--- src/ext_irq3_pkg.sv ---
// Constants shared by the external interrupt 3 conditioning block.
// Assumes a single 20 MHz system clock and a word-addressed Avalon-MM slave.
package ext_irq3_pkg;

	// ==========================================================================
	// Clock and register map
	// ==========================================================================
	localparam int          CLK_HZ            = 20_000_000;
	localparam int          ADDR_W            = 8;
	localparam logic [7:0]  IDX_CTRL_A        = 8'h9a;
	localparam logic [7:0]  IDX_CTRL_B        = 8'h9b;
	localparam logic [7:0]  IDX_STATUS        = 8'h9c;
	localparam logic [7:0]  CTRL_A_RESET      = 8'h00;
	localparam logic [7:0]  CTRL_B_RESET      = 8'h00;

	// ==========================================================================
	// Field positions of capture_timer_control_a
	// ==========================================================================
	localparam int          A_COUNT_RUN       = 0;
	localparam int          A_COUNT_SRC_LO    = 1;
	localparam int          A_POLARITY_LO     = 3;
	localparam int          A_TIMING_SEL      = 6;
	localparam int          A_SOURCE_SEL      = 7;

	// ==========================================================================
	// Field positions of capture_timer_control_b
	// ==========================================================================
	localparam int          B_FILTER_LO       = 0;
	localparam int          B_RELOAD_SEL      = 2;
	localparam int          B_CAPCMP_SEL      = 3;
	localparam int          B_CMP0_MODE_LO    = 4;
	localparam int          B_CMP1_MODE_LO    = 6;

	// ==========================================================================
	// Status register bits
	// ==========================================================================
	localparam int          S_REQUEST_FLAG    = 0;
	localparam int          S_PIN_LEVEL       = 1;
	localparam int          S_COMPARE_OUT     = 2;
	localparam int          S_FILTERED        = 3;
	localparam int          S_PENDING         = 4;

	// ==========================================================================
	// Encodings and prescaler counts
	// ==========================================================================
	localparam logic [1:0]  POL_RISING        = 2'h0;
	localparam logic [1:0]  POL_FALLING       = 2'h1;
	localparam logic [1:0]  POL_BOTH          = 2'h2;
	localparam logic [1:0]  CMP_KEEP          = 2'h0;
	localparam logic [1:0]  CMP_TOGGLE        = 2'h1;
	localparam logic [1:0]  CMP_LOW           = 2'h2;
	localparam logic [1:0]  CMP_HIGH          = 2'h3;
	localparam int          PRESC_W           = 5;
	localparam logic [4:0]  F8_MASK           = 5'h07;
	localparam logic [4:0]  F32_MASK          = 5'h1f;
	localparam logic [1:0]  FILTER_AGREE_LAST = 2'h2;

endpackage

--- src/ext_irq3_input_and_timer_ctrl.sv ---
// External interrupt 3 input conditioning and the two shared timer control registers.
// Assumes synchronous pin inputs, timer datapath outside, word-addressed Avalon-MM slave.
`timescale 1ns/100ps
module ext_irq3_input_and_timer_ctrl (
	input  wire logic                      clk_sys_i,         // System clock, 20 MHz.
	input  wire logic                      srst_i,            // Synchronous reset, active high.
	input  wire logic [ext_irq3_pkg::ADDR_W-1:0] avs_address_i, // Word address.
	input  wire logic                      avs_read_i,        // Read request.
	input  wire logic                      avs_write_i,       // Write request.
	input  wire logic [31:0]               avs_writedata_i,   // Write data.
	input  wire logic [3:0]                avs_byteenable_i,  // Byte lanes.
	output logic [31:0]                    avs_readdata_o,    // Read data.
	output logic                           avs_waitrequest_o, // Stall while answer not ready.
	input  wire logic                      ext_irq_three_i,   // Interrupt 3 pin level.
	input  wire logic                      slow_osc_div128_i, // Divided slow oscillator level.
	input  wire logic                      fast_osc_clock_i,  // Fast oscillator tick, one cycle.
	input  wire logic                      cmp0_match_i,      // Compare 0 match pulse.
	input  wire logic                      cmp1_match_i,      // Compare 1 match pulse.
	output logic                           request_flag_o,    // Interrupt 3 request flag.
	output logic                           port3_bit3_level_o, // Raw pin level.
	output logic                           count_enable_o,    // Timer counts when high.
	output logic                           count_tick_o,      // Selected count source tick.
	output logic                           counter_clear_o,   // Clear counter to zero.
	output logic                           capture_mode_o,    // High in input capture mode.
	output logic                           compare_output_o   // Compare output level.
);
	import ext_irq3_pkg::*;

	typedef struct packed {
		logic [7:0]         ctrl_a;
		logic [7:0]         ctrl_b;
		logic               request_flag;
		logic               pending;
		logic               prev_level;
		logic               compare_output;
		logic [PRESC_W-1:0] presc;
		logic               pin_level;
		logic [31:0]        rdata;
		logic               ack;
		logic               armed;
	} ctl_state_t;

	ctl_state_t s;
	ctl_state_t next_s;

	logic       filtered;
	logic       filter_tick;
	logic       f8_tick;
	logic       f32_tick;
	logic       src_level;
	logic       filter_on;
	logic       det_level;
	logic       edge_hit;
	logic       source_tick;
	logic       immediate;
	logic       side_set;
	logic       flag_clr;
	logic       do_write;
	logic [7:0] wbyte;

	// ==========================================================================
	// Helpers
	// ==========================================================================
	// Picks one of four strobes; used for both the filter and the count source.
	function automatic logic pick_tick(input logic [3:0] ticks, input logic [1:0] sel);
		pick_tick = ticks[sel];
	endfunction

	function automatic logic [1:0] apply_cmp(input logic [1:0] mode, input logic cur);
		case (mode)
			CMP_TOGGLE: apply_cmp = {1'b0, ~cur};
			CMP_LOW:    apply_cmp = 2'h0;
			CMP_HIGH:   apply_cmp = 2'h1;
			default:    apply_cmp = {1'b0, cur};
		endcase
	endfunction

	// ==========================================================================
	// Prescaler strobes and source selection
	// ==========================================================================
	assign f8_tick     = (s.presc & F8_MASK) == F8_MASK;
	assign f32_tick    = s.presc == F32_MASK;
	assign filter_on   = s.ctrl_b[B_FILTER_LO +: 2] != 2'h0;
	assign filter_tick = pick_tick({f32_tick, f8_tick, 1'b1, 1'b0},
		s.ctrl_b[B_FILTER_LO +: 2]);
	assign source_tick = pick_tick({fast_osc_clock_i, f32_tick, f8_tick, 1'b1},
		s.ctrl_a[A_COUNT_SRC_LO +: 2]);
	assign src_level   = s.ctrl_a[A_SOURCE_SEL] ? slow_osc_div128_i
		: ext_irq_three_i;

	irq3_noise_filter u_filter (
		.clk_sys_i     (clk_sys_i),
		.srst_i        (srst_i),
		.sample_tick_i (filter_tick),
		.level_i       (src_level),
		.filtered_o    (filtered)
	);

	// The filter only moves on a sampling strobe, so its edges are already in step.
	assign det_level = filter_on ? filtered : src_level;

	// ==========================================================================
	// Edge detection and request timing
	// ==========================================================================
	always_comb begin
		case (s.ctrl_a[A_POLARITY_LO +: 2])
			POL_RISING:  edge_hit = det_level & ~s.prev_level;
			POL_FALLING: edge_hit = ~det_level & s.prev_level;
			POL_BOTH:    edge_hit = det_level ^ s.prev_level;
			default:     edge_hit = 1'b0;
		endcase
		// Right after reset the previous level is a reset value, not the pin, so a pin
		// idling high would otherwise raise a false rising edge.
		if (!s.armed) begin
			edge_hit = 1'b0;
		end
	end

	// Filter on, the timing select or compare mode bypasses the count-source wait.
	assign immediate = filter_on
		| s.ctrl_a[A_TIMING_SEL]
		| s.ctrl_b[B_CAPCMP_SEL];

	// ==========================================================================
	// Register bus
	// ==========================================================================
	// One wait state per access; the answer stands at the second edge.
	assign avs_waitrequest_o = (avs_read_i | avs_write_i) & ~s.ack;
	assign do_write = avs_write_i & s.ack & avs_byteenable_i[0];
	assign wbyte    = avs_writedata_i[7:0];
	assign flag_clr = do_write && avs_address_i == IDX_STATUS && wbyte[S_REQUEST_FLAG];
	// A change of polarity, timing or source can look like an input event.
	assign side_set = do_write && avs_address_i == IDX_CTRL_A
		&& (wbyte[7:3] != s.ctrl_a[7:3]);

	// ==========================================================================
	// Next state
	// ==========================================================================
	always_comb begin
		logic [1:0] cmp_v;
		cmp_v  = 2'h0;
		next_s = s;
		next_s.presc      = s.presc + 5'h01;
		next_s.prev_level = det_level;
		next_s.pin_level  = ext_irq_three_i;
		next_s.ack        = (avs_read_i | avs_write_i) & ~s.ack;
		next_s.armed      = 1'b1;

		if (edge_hit && !immediate) begin
			next_s.pending = 1'b1;
		end
		if (s.pending && source_tick) begin
			next_s.pending = 1'b0;
		end

		// Set wins over a software clear in the same cycle.
		next_s.request_flag = (s.request_flag & ~flag_clr) | side_set
			| (edge_hit & immediate) | (s.pending & source_tick);

		if (s.ctrl_b[B_CAPCMP_SEL]) begin
			if (cmp0_match_i) begin
				cmp_v = apply_cmp(s.ctrl_b[B_CMP0_MODE_LO +: 2], s.compare_output);
				next_s.compare_output = cmp_v[0];
			end
			if (cmp1_match_i) begin
				cmp_v = apply_cmp(s.ctrl_b[B_CMP1_MODE_LO +: 2],
					next_s.compare_output);
				next_s.compare_output = cmp_v[0];
			end
		end

		if (do_write && avs_address_i == IDX_CTRL_A) begin
			next_s.ctrl_a = wbyte;
		end
		if (do_write && avs_address_i == IDX_CTRL_B) begin
			next_s.ctrl_b = wbyte;
		end

		if (next_s.ack && avs_read_i) begin
			case (avs_address_i)
				IDX_CTRL_A: next_s.rdata = {24'h000000, s.ctrl_a};
				IDX_CTRL_B: next_s.rdata = {24'h000000, s.ctrl_b};
				IDX_STATUS: next_s.rdata = {27'h0000000, s.pending, filtered,
					s.compare_output, s.pin_level, s.request_flag};
				default:    next_s.rdata = 32'h00000000;
			endcase
		end
	end

	always_ff @(posedge clk_sys_i) begin
		if (srst_i) begin
			s        <= '0;
			s.ctrl_a <= CTRL_A_RESET;
			s.ctrl_b <= CTRL_B_RESET;
		end else begin
			s <= next_s;
		end
	end

	// ==========================================================================
	// Timer control outputs
	// ==========================================================================
	assign count_enable_o     = s.ctrl_a[A_COUNT_RUN];
	assign count_tick_o       = s.ctrl_a[A_COUNT_RUN] & source_tick;
	assign counter_clear_o    = s.ctrl_b[B_RELOAD_SEL] & cmp1_match_i;
	assign capture_mode_o     = ~s.ctrl_b[B_CAPCMP_SEL];
	assign compare_output_o   = s.compare_output;
	assign request_flag_o     = s.request_flag;
	assign port3_bit3_level_o = s.pin_level;
	assign avs_readdata_o     = s.rdata;

endmodule

--- src/irq3_noise_filter.sv ---
// Three-sample agreement filter for the interrupt 3 input level.
// Assumes the sample strobe is a one-cycle pulse in the system clock domain.
`timescale 1ns/100ps
module irq3_noise_filter (
	input  wire logic clk_sys_i,     // System clock.
	input  wire logic srst_i,        // Synchronous reset, active high.
	input  wire logic sample_tick_i, // Sampling strobe, one cycle.
	input  wire logic level_i,       // Level to be filtered.
	output logic      filtered_o     // Level accepted after agreement.
);
	import ext_irq3_pkg::*;

	typedef struct packed {
		logic [1:0] agree_cnt;
		logic       last_sample;
		logic       filtered;
	} filt_state_t;

	filt_state_t s;
	filt_state_t next_s;

	// ==========================================================================
	// Agreement counting
	// ==========================================================================
	always_comb begin
		next_s = s;
		if (sample_tick_i) begin
			next_s.last_sample = level_i;
			if (level_i != s.last_sample) begin
				next_s.agree_cnt = 2'h0;
			end else if (s.agree_cnt != FILTER_AGREE_LAST) begin
				next_s.agree_cnt = s.agree_cnt + 2'h1;
			end
			// The third equal sample in a row moves the output.
			if (level_i == s.last_sample && s.agree_cnt >= FILTER_AGREE_LAST - 2'h1) begin
				next_s.filtered = level_i;
			end
		end
	end

	always_ff @(posedge clk_sys_i) begin
		if (srst_i) begin
			s <= '0;
		end else begin
			s <= next_s;
		end
	end

	assign filtered_o = s.filtered;

endmodule

--- config.mk ---
export PLATFORM = sky130hd
export DESIGN_NAME = ext_irq3_input_and_timer_ctrl
export DESIGN_NICKNAME = d
export VERILOG_FILES = /design/src/ext_irq3_pkg.sv /design/src/ext_irq3_input_and_timer_ctrl.sv /design/src/irq3_noise_filter.sv
export SDC_FILE = /design/constraint.sdc
export NUM_CORES = 1
export LEC_CHECK = 0
export ABC_AREA = 1
export BUFFER_PORTS_ARGS = -buffer_cell sky130_fd_sc_hd__buf_4
export CORE_MARGIN = 2
export CORE_UTILIZATION = 52
export CTS_CLUSTER_SIZE = 40
export DETAILED_ROUTE_END_ITERATION = 10
export GPL_ROUTABILITY_DRIVEN = 0
export PLACE_DENSITY_LB_ADDON = 0.1
export SETUP_SLACK_MARGIN = 0.4
export SLEW_MARGIN = 20
export SYNTH_ARGS = -nofsm -noshare
export SYNTH_HDL_FRONTEND = slang
export SYNTH_SLANG_ARGS = --single-unit
--- constraint.sdc ---
create_clock -name clk_sys_i -period 2.9 [get_ports clk_sys_i]
set_clock_uncertainty 0.2 [all_clocks]
set_input_delay 0.145 -clock clk_sys_i [delete_from_list [all_inputs] [get_ports clk_sys_i]]
set_output_delay 0.145 -clock clk_sys_i [all_outputs]
set_load 0.02 [all_outputs]
# == After elaboration in Yosys (flattened, before gate mapping) ==
# Index checks and enable logic that the tools add are counted.
# totals
regBits,64
input_bits,53
mem_bits_rw,0
out_inout_bits,40
word_cells,93
memories,0
latchBits,0
rom_bits,0
# op_classes
n_mux,17
n_eq_ne,17
addsub,2
mul,0
div_mod_pow,0
bitwise_logic,24
shift,0
reduce_logical,16
magnitude_cmp,3
# op_table
op,count
equality test 8 bit (second input constant),3
case mux 8 bit (3 select lines),1
bitwise AND 1 bit,10
equality test 2 bit (second input constant),5
logical AND 1 bit,9
2-to-1 mux 1 bit,9
case mux 1 bit (3 select lines),3
NOT 1 bit,7
equality test 2 x 1 -> 1 bit (second input constant),3
< comparator 2 x 3 -> 1 bit (second input constant),2
bitwise OR 1 bit,6
adder 5 x 1 -> 5 bit (second input constant),1
equality test 5 bit (second input constant),1
inequality test 5 bit,1
binary-select mux 1 bit (select 2 bit),2
2-to-1 mux 2 bit,2
AND reduction 2 bit,2
nonzero test 2 bit,2
equality test 3 bit (second input constant),1
adder 2 x 1 -> 2 bit (second input constant),1
>= comparator 2 x 1 -> 1 bit (second input constant),1
logical NOT 2 bit,1
inequality test 2 bit (second input constant),1
OR reduction 2 bit,1
4 further kinds,4

# == Longest topological paths before layout ==
# logic_depth
ltp_word,9
depth_mapped,15
mapped_depth_nobuf,15

# == Hierarchy ==
# Synthesis repeated with hierarchy kept, for this count alone.
# unflattened
hier_cells,337
hier_area_um2,2377.3
# modules_own_cells
module,cells_each,area_per_inst_um2,instances,seq_area_each_um2
ext_irq3_input_and_timer_ctrl,299,2132.0,1,720.7
irq3_noise_filter,38,245.2,1,80.1

# == Worst setup path after synthesis ==
# Ideal clock, no wire load.
# synth_path
kind,register -> register
start,register s[59] (netlist name)
end,register s (netlist bit request_flag_o)
arrival_time_ps,1597
t_required_ps,2636
setup_slack_ps,1038
n_path_buf,0
path_stages_with_launch,14
synth_period_minus_slack_ps,1862
setup_ps,64
cell_sequence,dfxtp_1 inv_2 o21ai_1 nand2_1 o21ai_0 inv_1 ha_1 nand2_1 nand3_1 a21boi_0 nand2_1 nand2_1 nor2_1 nor2_1
# synth_via
elab_chain_len,9
word_cells_on_any_way,14
classes_between,1 x eq/ne; 4 x mux; 8 x bitwise; 1 x reduce/logical
# synth_rtl
element,line_no,rtl
"start, declared",ext_irq3_input_and_timer_ctrl.sv:43,ctl_state_t s;
"start signal, assigned",ext_irq3_input_and_timer_ctrl.sv:196,s <= next_s;
2-to-1 mux 1 bit (*),ext_irq3_input_and_timer_ctrl.sv:88,assign src_level = s.ctrl_a[A_SOURCE_SEL] ? slow_osc_div128_i
2-to-1 mux 1 bit (*),ext_irq3_input_and_timer_ctrl.sv:100,assign det_level = filter_on ? filtered : src_level;
via det_level,ext_irq3_input_and_timer_ctrl.sv:52,logic det_level;
NOT 1 bit,ext_irq3_input_and_timer_ctrl.sv:108,POL_FALLING: edge_hit = ~det_level & s.prev_level;
bitwise AND 1 bit,ext_irq3_input_and_timer_ctrl.sv:108,
case mux 1 bit (3 select lines) (*),ext_irq3_input_and_timer_ctrl.sv:106,case (s.ctrl_a[A_POLARITY_LO +: 2])
2-to-1 mux 1 bit (*),ext_irq3_input_and_timer_ctrl.sv:114,if (!s.armed) begin
bitwise AND 1 bit (*),ext_irq3_input_and_timer_ctrl.sv:158,| (edge_hit & immediate) | (s.pending & source_tick);
bitwise OR 1 bit (*) (2 in a row),ext_irq3_input_and_timer_ctrl.sv:158,
# Mark *: on every way through the listed nets, which the timed path passes. The rest lies on a longest branch.
# A chain may end at the register's enable or synchronous reset.

# == Worst setup path in the final report ==
# layout_path
start,input ext_irq_three_i
end,register s (netlist bit request_flag_o)
# layout_via
elab_chain_len,9
word_cells_on_any_way,11
classes_between,4 x mux; 7 x bitwise
# layout_rtl
element,line_no,rtl
"start, declared",ext_irq3_input_and_timer_ctrl.sv:14,"input wire logic ext_irq_three_i,"
2-to-1 mux 1 bit (*),ext_irq3_input_and_timer_ctrl.sv:88,
2-to-1 mux 1 bit (*),ext_irq3_input_and_timer_ctrl.sv:100,
via det_level,ext_irq3_input_and_timer_ctrl.sv:52,
NOT 1 bit,ext_irq3_input_and_timer_ctrl.sv:108,
bitwise AND 1 bit,ext_irq3_input_and_timer_ctrl.sv:108,
case mux 1 bit (3 select lines) (*),ext_irq3_input_and_timer_ctrl.sv:106,
2-to-1 mux 1 bit (*),ext_irq3_input_and_timer_ctrl.sv:114,
bitwise AND 1 bit (*),ext_irq3_input_and_timer_ctrl.sv:158,
bitwise OR 1 bit (*) (2 in a row),ext_irq3_input_and_timer_ctrl.sv:158,
# Marks and branches as above.

==> results.cfg <==
[cts]
clk_pin_slew_ns = 0.07
clock-sinks = 40
cts_tree = done
cts-buffers-inserted = 5
htree_num_levels = 2
cts.path.max_buffers = 2
cts_setup_buffers = 0
insertion_delay_ns = 0.29
clock-root-buffer = clkbuf_8

[die]
start_util_pct = 54.0
die_width_um = 71.2
fp-row-count = 24
die_area_mm2 = 0.00508
core_area_mm2 = 0.00435
die_h_um = 71.2
num_io_pins = 93

[drt]
routedWlPerCell_um = 11.3
drc = 0
vias = 2081
wirelength_mm = 4.91
dr.pass1.iters = 4
avgViaCountPerCell = 4.81
antenna_left = 0
drt_iter0_markers = 90

[logic_synthesis]
synth_top_flop_cell = dfxtp_1
synth_seq_area_share_pct = 34.1
netlist.area_leader.share_pct = 34.1
syn_area_mm2 = 0.00235
async_flop_share_pct = 0
synth_common_cells = nand2_1 (71), inv_1 (45), dfxtp_1 (40)
synthTopCellsByArea = dfxtp_1 (34%), nand2_1 (11%), buf_4 (10%), inv_1 (7.2%), nand3_1 (7.0%)
synth_edf_count = 0
ys_ff_latch = 40
synth_area_leader_cell = dfxtp_1
synth.most_common_cell = nand2_1
ys_types = 32
syn_inst = 336
yosysWarnings = 0
synth.avg_cell_area_um2 = 7.00

[sta]
fmax_mhz = 455
min_period_over_period_pct = 75.8
hold-worst-slack_ns = 0.0193
grt_setup_unrepaired = false
finalMaxSlewViolations = 0
worst_pin_slew_ns = 0.577
slew_headroom_pct = 61.5
hold_violations = 0
setup_tns_ns = 0
setup_violations = 0
layout_min_cycle_time_ns = 2.20

[flow_run]
maxCapViolations = 0

[global_routing]
grt_pass1_vias = 1868
grt_pass1_wl_mm = 8.41
grt_max_degree = 23
grt-ovfl-total = 0
antenna_found_initial = 0
grt_usage_pct = 20.8

[setup_path]
start_kind = input pin
crit_path_top_delay_cell = dlygate4sd3_1
r2r-end = request_flag_o
arrival_ns = 2.23
setup.worst_path.start = ext_irq_three_i
cp-end-kind = register
cp.required_ns = 2.94
crit_fanout = 3
cpPeakStageDelay_ns = 0.54
r2r_cells = 13
critical_path_class = input pin to register
cp_cell_sequence = dlygate4sd3_1 > buf_4 > inv_1 > nand2_1 > o21ai_1 > nand2_1 > o21ai_0 > inv_1 > ha_1 > nand2_1 > nand3_1 > a21boi_1 > nand2_1 > nand2_1 > nor2_1 > nor2_1
endpoint = request_flag_o
reg2reg_slack_ns = 0.80
cp_common_cell = nand2_1
regToRegStartpoint = s[59]

[pwr]
power.switching_w = 0.000294
finalPower_w = 0.00121
seqPwrFrac_pct = 46.6
p_comb_share_pct = 12.0
ir_drop_mv = 0.254
power_density_mw_per_mm2 = 438
p_sw_share_pct = 24.3
clkPwrFrac_pct = 41.4
p_leak_nw = 1.29
internal-power_w = 0.000917

[cells_and_area]
final_util_pct = 63.4
num_antenna_cells = 0
fin_cells = 433
nets = 440
filler_cell_count = 425
layout-drive-gt1-share_pct = 18.6
area.growth.synth_to_final_pct = 17.5

[placement]
place_hpwl_mm = 3.70
io_buffers = 41
dp_cells = 413

[status]
status = finished, final reports clean

[worst_hold_path]
hp-class = input pin to register
min_path_cells = 5
[per-layer routing]
layer | up-vias | GRT usage [%] | wire length (um)
met3 | 9 | 3.94 | 250
met2 | 47 | 35.2 | 2400
met1 | 930 | 26.3 | 2180
met5 | - | 0 | 0
li1 | 1095 | - | -
met4 | 0 | 7.97 | 76
[repair_timing]
item	in CTS	in global routing
hold endpoints to repair	24	0
endpoints found under the setup margin	0	1
hold buffers	12	0
resized for setup	0	1
[cells by family (layout without fill, tap and decap cells)]
kind of cell,count (synthesis),count (layout),synth area share [%]
other,1,24,0.160
DFF,40,40,34.1
and+or+nand+nor,141,141,27.1
AOI/OAI and AO/OA,56,56,13.7
buffers and inverters,90,112,20.9
adders and majority gates,7,7,3.73
xor gates and xnor gates,1,1,0.373
[power by group through the flow]
stage,registers (W),logic (W),clock network [W]
2_1_floorplan,0.000578,0.000108,0
3_3_place_gp,0.000577,0.000130,0
3_5_place_dp,0.000577,0.000132,0
4_1_cts,0.000564,0.000145,0.000510
5_1_grt,0.000565,0.000164,0.000535
6_report,0.000564,0.000146,0.000501
[flip-flops by register name, indices dropped and copies added (netlist names)]
| name | flops |
|---|---|
| u_filter.filtered_o | 1 |
| u_filter.s | 3 |
| request_flag_o | 1 |
| s | 24 |
| count_enable_o | 1 |
| compare_output_o | 1 |
| avs_readdata_o | 8 |
| port3_bit3_level_o | 1 |
[stage by stage]
stage / instance area [um2] / worst slack [ns]
3_5_place_dp: 2520 / 0.734
3_3_place_gp: 2520 / 0.798
6_report: 2760 / 0.702
2_1_floorplan: 2440 / 1.04
4_1_cts: 2760 / 0.615
5_1_grt: 2760 / 0.443
[critical path, delay by kind of cell]
family                   cells  cell delay (ns)
AND/OR/NAND/NOR              8             0.53
adder cells (fa/ha/maj)      1             0.28
AO/OA/AOI/OAI                3             0.45
buffers and inverters        4             0.83
[layout make-up]
| type | instances | area (um2) | share of cell area [%] |
|---|---|---|---|
| inverter | 50 | 189 | 6.84 |
| timing repair buffer | 54 | 435 | 15.8 |
| tap | 52 | 65.1 | 2.36 |
| clock buffer | 7 | 96.3 | 3.49 |
| sequential | 40 | 801 | 29.0 |
| clock inverter | 1 | 30.0 | 1.09 |
| multi-input combinational | 229 | 1150 | 41.5 |
[placed cells by master (no fill, tap or decap)]
cell type,n
buf_4,42
nand2_4,1
nor2_4,2
o21ai_1,6
nand3_2,1
dfxtp_1,40
o21ai_0,15
a21oi_1,23
xnor2_1,1
nand2_1,71
clkinv_2,1
clkinv_1,1
o21ai_2,3
a211oi_1,1
nor2_1,26
nor3_4,1
bufinv_16,1
o21a_1,1
clkbuf_8,7
a21boi_1,1
nand3_4,1
nand4_1,2
inv_2,3
nand3_1,33
dlygate4sd3_1,12
nor2_2,1
ha_1,7
inv_1,45
a21oi_2,6
and3_1,1
conb_1,24
nand2_2,1
[worst min-delay path by stage]
stage	from	to	slack (ns)
global route	avs_write_i	s[1]	0.03
finish	avs_write_i	s[1]	0.02
CTS	avs_write_i	s[1]	0.0009
global placement	ext_irq_three_i	port3_bit3_level_o	0.18
floorplan	ext_irq_three_i	port3_bit3_level_o	0.08
detailed placement	ext_irq_three_i	port3_bit3_level_o	0.19
No activity file was read; power rests on OpenSTA's default activity.
